File: src/shared/frt_map.vh
// Constants for the free-running timer, capture and interrupt block
`ifndef FRT_MAP_VH
`define FRT_MAP_VH

`define FRT_CLK_HZ       25000000
`define FRT_TICK_HZ      1000000
`define FRT_TICK_DIV     (`FRT_CLK_HZ / `FRT_TICK_HZ)
`define FRT_CNT_W        12
`define FRT_CNT_RST      12'h000
`define FRT_TAP_FAST_US  128
`define FRT_TAP_SLOW_US  1024
`define FRT_TAP_FAST_BIT 7
`define FRT_TAP_SLOW_BIT 10
`define FRT_CAP_W        8
`define FRT_CAP_SEL_W    3
`define FRT_CAP_MAX_SEL  3'h4
`define FRT_GPIO_W       16
`define FRT_IRQ_N        10
`define FRT_VEC_W        4
`define FRT_IRQ_BUSRST   0
`define FRT_IRQ_FAST     1
`define FRT_IRQ_SLOW     2
`define FRT_IRQ_EP0      3
`define FRT_IRQ_EP1      4
`define FRT_IRQ_EP2      5
`define FRT_IRQ_CAPA     6
`define FRT_IRQ_CAPB     7
`define FRT_IRQ_WAKE     8
`define FRT_IRQ_GPIO     9

`endif

File: src/hw/frt_timer_irq.v
// Free-running timer with capture units, GPIO edge interrupts and vectoring
//
// Notes on behaviour
// - A 12-bit counter advances once per 1 MHz tick and never needs restart.
// - Bits 7 and 10 of the counter give 128 us and 1.024 ms periodic events.
// - Each periodic event raises a request only while its enable is set.
// - The live count is visible on an output at all times.
// - Four capture registers store an 8-bit count slice chosen by a select.
// - Every capture that stores a value requests a capture interrupt.
// - Ten maskable sources are vectored, lowest index highest priority.
// - All GPIO pin events merge into one shared GPIO request.
// - A per-pin mask keeps masked pins from raising the GPIO request.
// - A per-pin polarity bit picks a rising or falling edge as trigger.
// - Capture input A feeds unit A, capture input B feeds unit B.
`include "frt_map.vh"
`default_nettype none

module frt_timer_irq (
	input  wire                        sys_clk,
	input  wire                        sys_rst,
	input  wire                        capture_input_a,
	input  wire                        capture_input_b,
	input  wire [`FRT_CAP_SEL_W-1:0]   cap_slice_sel,
	input  wire                        cap_a_rise_en,
	input  wire                        cap_a_fall_en,
	input  wire                        cap_b_rise_en,
	input  wire                        cap_b_fall_en,
	input  wire                        tap_fast_en,
	input  wire                        tap_slow_en,
	input  wire [`FRT_GPIO_W-1:0]      gpio_in,
	input  wire [`FRT_GPIO_W-1:0]      gpio_irq_mask,
	input  wire [`FRT_GPIO_W-1:0]      gpio_irq_pol,
	input  wire                        bus_reset_req,
	input  wire [2:0]                  endpoint_req,
	input  wire                        wake_req,
	input  wire [`FRT_IRQ_N-1:0]       irq_enable,
	input  wire                        global_irq_en,
	input  wire                        irq_ack,
	output reg  [`FRT_CNT_W-1:0]       timer_count,
	output reg  [`FRT_CAP_W-1:0]       cap_a_rise_val,
	output reg  [`FRT_CAP_W-1:0]       cap_a_fall_val,
	output reg  [`FRT_CAP_W-1:0]       cap_b_rise_val,
	output reg  [`FRT_CAP_W-1:0]       cap_b_fall_val,
	output reg  [`FRT_IRQ_N-1:0]       irq_pending,
	output wire                        irq_req,
	output reg  [`FRT_VEC_W-1:0]       irq_vector
);

	// ----------------------------------------------------------------
	// Functions
	// ----------------------------------------------------------------

	// Select an 8-bit window of the count; selects past the top clamp
	function [`FRT_CAP_W-1:0] slice_of;
		input [`FRT_CNT_W-1:0]     cnt;
		input [`FRT_CAP_SEL_W-1:0] sel;
		begin
			case (sel)
				3'h0: begin
					slice_of = cnt[7:0];
				end
				3'h1: begin
					slice_of = cnt[8:1];
				end
				3'h2: begin
					slice_of = cnt[9:2];
				end
				3'h3: begin
					slice_of = cnt[10:3];
				end
				default: begin
					// Top window; larger selects would run off the count
					slice_of = cnt[11:4];
				end
			endcase
		end
	endfunction

	// Index of the lowest set bit, for vector priority
	function [`FRT_VEC_W-1:0] first_set;
		input [`FRT_IRQ_N-1:0] v;
		integer                i;
		begin
			first_set = {`FRT_VEC_W{1'b0}};
			for (i = `FRT_IRQ_N - 1; i >= 0; i = i - 1) begin
				if (v[i]) begin
					first_set = i[`FRT_VEC_W-1:0];
				end
			end
		end
	endfunction

	// ----------------------------------------------------------------
	// Time base and free-running counter
	// ----------------------------------------------------------------

	localparam integer DIV_LAST = `FRT_TICK_DIV - 1;

	reg  [4:0]             div_reg;
	wire                   tick = (div_reg == DIV_LAST[4:0]);
	wire [`FRT_CNT_W-1:0]  count_next = timer_count + 12'h001;

	// Divider kept apart so the tick is one clock wide at any divide
	always @(posedge sys_clk or posedge sys_rst) begin
		if (sys_rst) begin
			div_reg <= 5'h00;
		end else begin
			div_reg <= tick ? 5'h00 : div_reg + 5'h01;
		end
	end

	always @(posedge sys_clk or posedge sys_rst) begin
		if (sys_rst) begin
			timer_count <= `FRT_CNT_RST;
		end else begin
			if (tick) begin
				timer_count <= count_next;
			end
		end
	end

	// Tap events fire when the bits below the tap bit carry into the tap bit
	wire fast_evt = tick && (count_next[`FRT_TAP_FAST_BIT-1:0] == 7'h00);
	wire slow_evt = tick && (count_next[`FRT_TAP_SLOW_BIT-1:0] == 10'h000);

	// ----------------------------------------------------------------
	// Edge detection
	// ----------------------------------------------------------------

	reg [1:0]             cap_prev_reg;
	reg [`FRT_GPIO_W-1:0] gpio_prev_reg;

	always @(posedge sys_clk or posedge sys_rst) begin
		if (sys_rst) begin
			cap_prev_reg  <= 2'h0;
			gpio_prev_reg <= 16'h0000;
		end else begin
			cap_prev_reg  <= {capture_input_b, capture_input_a};
			gpio_prev_reg <= gpio_in;
		end
	end

	wire a_rise = capture_input_a & ~cap_prev_reg[0];
	wire a_fall = ~capture_input_a & cap_prev_reg[0];
	wire b_rise = capture_input_b & ~cap_prev_reg[1];
	wire b_fall = ~capture_input_b & cap_prev_reg[1];

	wire cap_a_a_store = a_rise & cap_a_rise_en;
	wire cap_a_f_store = a_fall & cap_a_fall_en;
	wire cap_b_r_store = b_rise & cap_b_rise_en;
	wire cap_b_f_store = b_fall & cap_b_fall_en;

	// Polarity 1 selects rising, 0 falling
	wire [`FRT_GPIO_W-1:0] gpio_rise = gpio_in & ~gpio_prev_reg;
	wire [`FRT_GPIO_W-1:0] gpio_fall = ~gpio_in & gpio_prev_reg;
	wire [`FRT_GPIO_W-1:0] gpio_hit =
		((gpio_rise & gpio_irq_pol) | (gpio_fall & ~gpio_irq_pol))
		& gpio_irq_mask;
	wire gpio_evt = |gpio_hit;

	// ----------------------------------------------------------------
	// Capture registers
	// ----------------------------------------------------------------

	wire [`FRT_CAP_W-1:0] cur_slice = slice_of(timer_count, cap_slice_sel);

	always @(posedge sys_clk or posedge sys_rst) begin
		if (sys_rst) begin
			cap_a_rise_val <= 8'h00;
			cap_a_fall_val <= 8'h00;
			cap_b_rise_val <= 8'h00;
			cap_b_fall_val <= 8'h00;
		end else begin
			if (cap_a_a_store) begin
				cap_a_rise_val <= cur_slice;
			end
			if (cap_a_f_store) begin
				cap_a_fall_val <= cur_slice;
			end
			if (cap_b_r_store) begin
				cap_b_rise_val <= cur_slice;
			end
			if (cap_b_f_store) begin
				cap_b_fall_val <= cur_slice;
			end
		end
	end

	// ----------------------------------------------------------------
	// Vectored interrupt controller
	// ----------------------------------------------------------------

	reg [`FRT_IRQ_N-1:0] src_evt;

	always @* begin
		src_evt = {`FRT_IRQ_N{1'b0}};
		src_evt[`FRT_IRQ_BUSRST] = bus_reset_req;
		src_evt[`FRT_IRQ_FAST]   = fast_evt & tap_fast_en;
		src_evt[`FRT_IRQ_SLOW]   = slow_evt & tap_slow_en;
		src_evt[`FRT_IRQ_EP0]    = endpoint_req[0];
		src_evt[`FRT_IRQ_EP1]    = endpoint_req[1];
		src_evt[`FRT_IRQ_EP2]    = endpoint_req[2];
		src_evt[`FRT_IRQ_CAPA]   = cap_a_a_store | cap_a_f_store;
		src_evt[`FRT_IRQ_CAPB]   = cap_b_r_store | cap_b_f_store;
		src_evt[`FRT_IRQ_WAKE]   = wake_req;
		src_evt[`FRT_IRQ_GPIO]   = gpio_evt;
	end

	wire [`FRT_IRQ_N-1:0] active = irq_pending & irq_enable;
	wire [`FRT_VEC_W-1:0] best   = first_set(active);
	reg  [`FRT_IRQ_N-1:0] ack_clr;

	always @* begin
		ack_clr = {`FRT_IRQ_N{1'b0}};
		if (irq_ack) begin
			ack_clr[best] = 1'b1;
		end
	end

	// A fresh event wins over the acknowledge that clears its flag
	always @(posedge sys_clk or posedge sys_rst) begin
		if (sys_rst) begin
			irq_pending <= 10'h000;
			irq_vector  <= 4'h0;
		end else begin
			irq_pending <= (irq_pending & ~ack_clr) | src_evt;
			irq_vector  <= best;
		end
	end

	// Request is held off while the core has interrupts disabled
	assign irq_req = global_irq_en & (|active);

endmodule

`default_nettype wire

File: config.mk
export PLATFORM = sky130hd
export DESIGN_NAME = frt_timer_irq
export DESIGN_NICKNAME = d
export VERILOG_FILES = /design/src/hw/frt_timer_irq.v
export VERILOG_INCLUDE_DIRS = /design/src /design/src/shared
export SDC_FILE = /design/constraint.sdc
export NUM_CORES = 1
export LEC_CHECK = 0
export BUFFER_PORTS_ARGS = -buffer_cell sky130_fd_sc_hd__buf_2
export CAP_MARGIN = 20
export CORE_UTILIZATION = 54
export DETAILED_ROUTE_END_ITERATION = 7
export GPL_TIMING_DRIVEN = 1
export PLACE_DENSITY_LB_ADDON = 0.08
export SETUP_SLACK_MARGIN = 0.4
export SLEW_MARGIN = 20
export SYNTH_ARGS = -nofsm -noshare
export SYNTH_HDL_FRONTEND = slang
export SYNTH_SLANG_ARGS = --single-unit
File: constraint.sdc
create_clock -name sys_clk -period 4 [get_ports sys_clk]
set_input_delay 0.8 -clock sys_clk [delete_from_list [all_inputs] [get_ports sys_clk]]
set_output_delay 0.8 -clock sys_clk [all_outputs]
set_load 0.02 [all_outputs]
==> metrics.txt <==
status completed; Synth-to-Final Area Change 23.9%; P_leak 2.34 nW; Critical Path Start Type input port; synth unique cells 50; fin crit share 67.2%; Synth area leader dfrtp_1; Top cell by count, worst path buf_2; share of layout cells above drive strength 1 32.8%; critical path's largest stage delay 290 ps; chip width 86.5 µm; PortBufs 136; fin. max-slew vios 0; Final nets 583; Post-synth EDFFs 0; Antenna Diode Count 0; R2R setup slack 2130 ps; Critical Path Slowest Stage Cell o31a_1; initial core utilization 56.5%; hold_buf cts 0; CORE AREA 6830 µm²; Placement Setup Slack 1310 ps; ys async rst share 100%; CTS Root Cell clkbuf_8; Clock transition at path regs 80 ps; CTS buffer count 9; Max-cap violations 0; drt via density 5.32; Post-synth top flop dfrtp_1; Post-Route WL 8580 µm; Syn Nets 452; Fin. Hold Viols 0; final setup fails 0; worst r2r src irq_pending[3]$_DFF_PP0_; Mapped Area 3860 µm²; Data required, critical path 3200 ps; Die H 86.5 µm; per-cell routed wire length 14.3 µm; Hold Path Class register to register; Max VDD drop 0.000260 V; CP Max Fanout 5; crit path from irq_enable[5]; f_max 0.372 GHz; Clock Sinks 81; largest net degree at the start of global routing 63; Setup WS post-layout 1310 ps; DR vias 3,205; Final ANT Viol Nets 0; Ys Warns 0; crit path DAT 1890 ps; Setup crit end kind output pin; initial antenna violation count 0; vias in the first global route 2,989; all-layer global routing usage 24.5%; storage element area 2030 µm²; area share of the largest cell type after synthesis 52.5%; top-count cell post-synth dfrtp_1; Slew headroom 50.7%; critical path cell sequence buf_2 > a22o_4 > or2_4 > o31a_1 > buf_2; CTS tree yes; latest clock arrival within the worst-skew pair 340 ps; hpwl dp 6580 µm; hold_sp cap_a_fall_val[1]$_DFFE_PP0P_; RSZ-0062 raised after global routing false; Pre-antenna DRT Iters 4; Worst-Margin Slew 740 ps; max FFs per register 16; first-pass GRT wire length 14,200 µm; sequential-to-total area share from yosys stat 52.5%; area of the multi-input gates 1730 µm²; Remaining DRCs 0; Final Skew 7.49 ps; Syn Area/Cell 10.4 µm²; number of synthesized register bits 81; total congestion overflow 0; critical path class input port to output pin; Longest Clk Path Bufs 2; gpl congestion 0.882; PD cells 336 nW/µm²; fill count 582; Clock H-tree levels 3; FP Rows 30; Cells after Synth 370; Die ar. 7490 µm²; top cells by area, synth dfrtp_1 53%, nand2_1 6.6%, mux4_2 4.7%; Setup Fix Bufs, Post-CTS 0; Top Ports 137; # resized after CTS 0; minimum clock period 2690 ps; final setup TNS 0 ps; drt first-iter violations 188; top post-synthesis cells by count 81 x dfrtp_1, 68 x nand2_1, 28 x o21ai_0
## final timing paths
| kind | cells after the start | end |
|---|---|---|
| min in group asynchronous | 2 | gpio_prev_reg[2]$_DFF_PP0_ |
| min | 2 | cap_a_fall_val[1]$_DFFE_PP0P_ |
| max | 5 | irq_req |
| max reg2reg | 5 | irq_pending[9]$_DFF_PP0_ |
| min reg2reg | 2 | cap_a_fall_val[1]$_DFFE_PP0P_ |
| max in group asynchronous | 3 | timer_count[8]$_DFFE_PP0N_ |
## final cells by class
class	count	share of cell area (%)
Inverter	8	0.680
Sequential cell	81	42.4
Tap cell	96	2.51
Clock buffer	11	2.96
Multi-Input combinational cell	264	36.2
Clock inverter	5	0.837
Timing Repair Buffer	137	14.4
## cell families (layout without fill, tap and decap cells)
| family | after synthesis | count (layout) | share of synthesized area, % |
|---|---|---|---|
| AOI/OAI and AO/OA | 95 | 95 | 16.2 |
| xor gates and xnor gates | 14 | 14 | 3.18 |
| adders and majority gates | 4 | 4 | 1.30 |
| buffers and inverters | 25 | 161 | 2.59 |
| DFF | 81 | 81 | 52.5 |
| muxes | 18 | 18 | 7.26 |
| and+or+nand+nor | 133 | 133 | 17.0 |
## power by group
part / switching, W / internal (W) / total [W]
registers: 0.0000181 / 0.000844 / 0.000862
clock network: 0.000295 / 0.000246 / 0.000541
logic: 0.000120 / 0.0000859 / 0.000206
total: 0.000433 / 0.00118 / 0.00161
## critical path: cells and delay by family
family	cells	cell delay, ps
buf+inv	2	280
compound gates	2	550
simple gates	1	270
## per-layer routing
layer	vias to the layer above	GRT usage, %	part of all wire [%]
li1	1604	-	-
met4	0	8.64	1.2
met3	10	4.29	6.1
met5	-	0	0
met2	113	40.5	49
met1	1478	32.8	44
## stage by stage
stage | area [µm²] | power, W | utilization (%) | std cells | hold WS, ps
2_1_floorplan | 3860 | 0.000996 | - | 370 | 455
3_3_place_gp | 4600 | 0.00108 | 67.3 | 586 | 460
3_5_place_dp | 4600 | 0.00108 | 67.3 | 586 | 465
4_1_cts | 4780 | 0.00162 | 70.0 | 602 | 484
5_1_grt | 4780 | 0.00168 | 70.0 | 602 | 508
6_report | 4780 | 0.00161 | 70.0 | 602 | 478
## placed cells by master, fill, tap and decap left out, types with 3 or more instances in the layout
cell        synthesis  routed
o21ai_0            28      28
o22ai_1            17      17
a22oi_1            11      11
a21oi_1             3       3
o211ai_1            3       3
ha_1                4       4
mux4_2              8       8
clkinvlp_4          0       3
nand4_1             8       8
buf_2               5     136
nand3b_1            5       5
o21ai_1             8       8
mux2i_1            10      10
nand2b_1           18      18
nand2_1            68      68
and2_1              4       4
a22o_1              4       4
nand3_1             4       4
xnor2_1             9       9
clkbuf_8            0      10
inv_1               8       7
nor2_1             13      13
dfrtp_1            81      81
xor2_1              5       5
nor3_1              4       4
No activity file was read; power rests on OpenSTA's default activity.
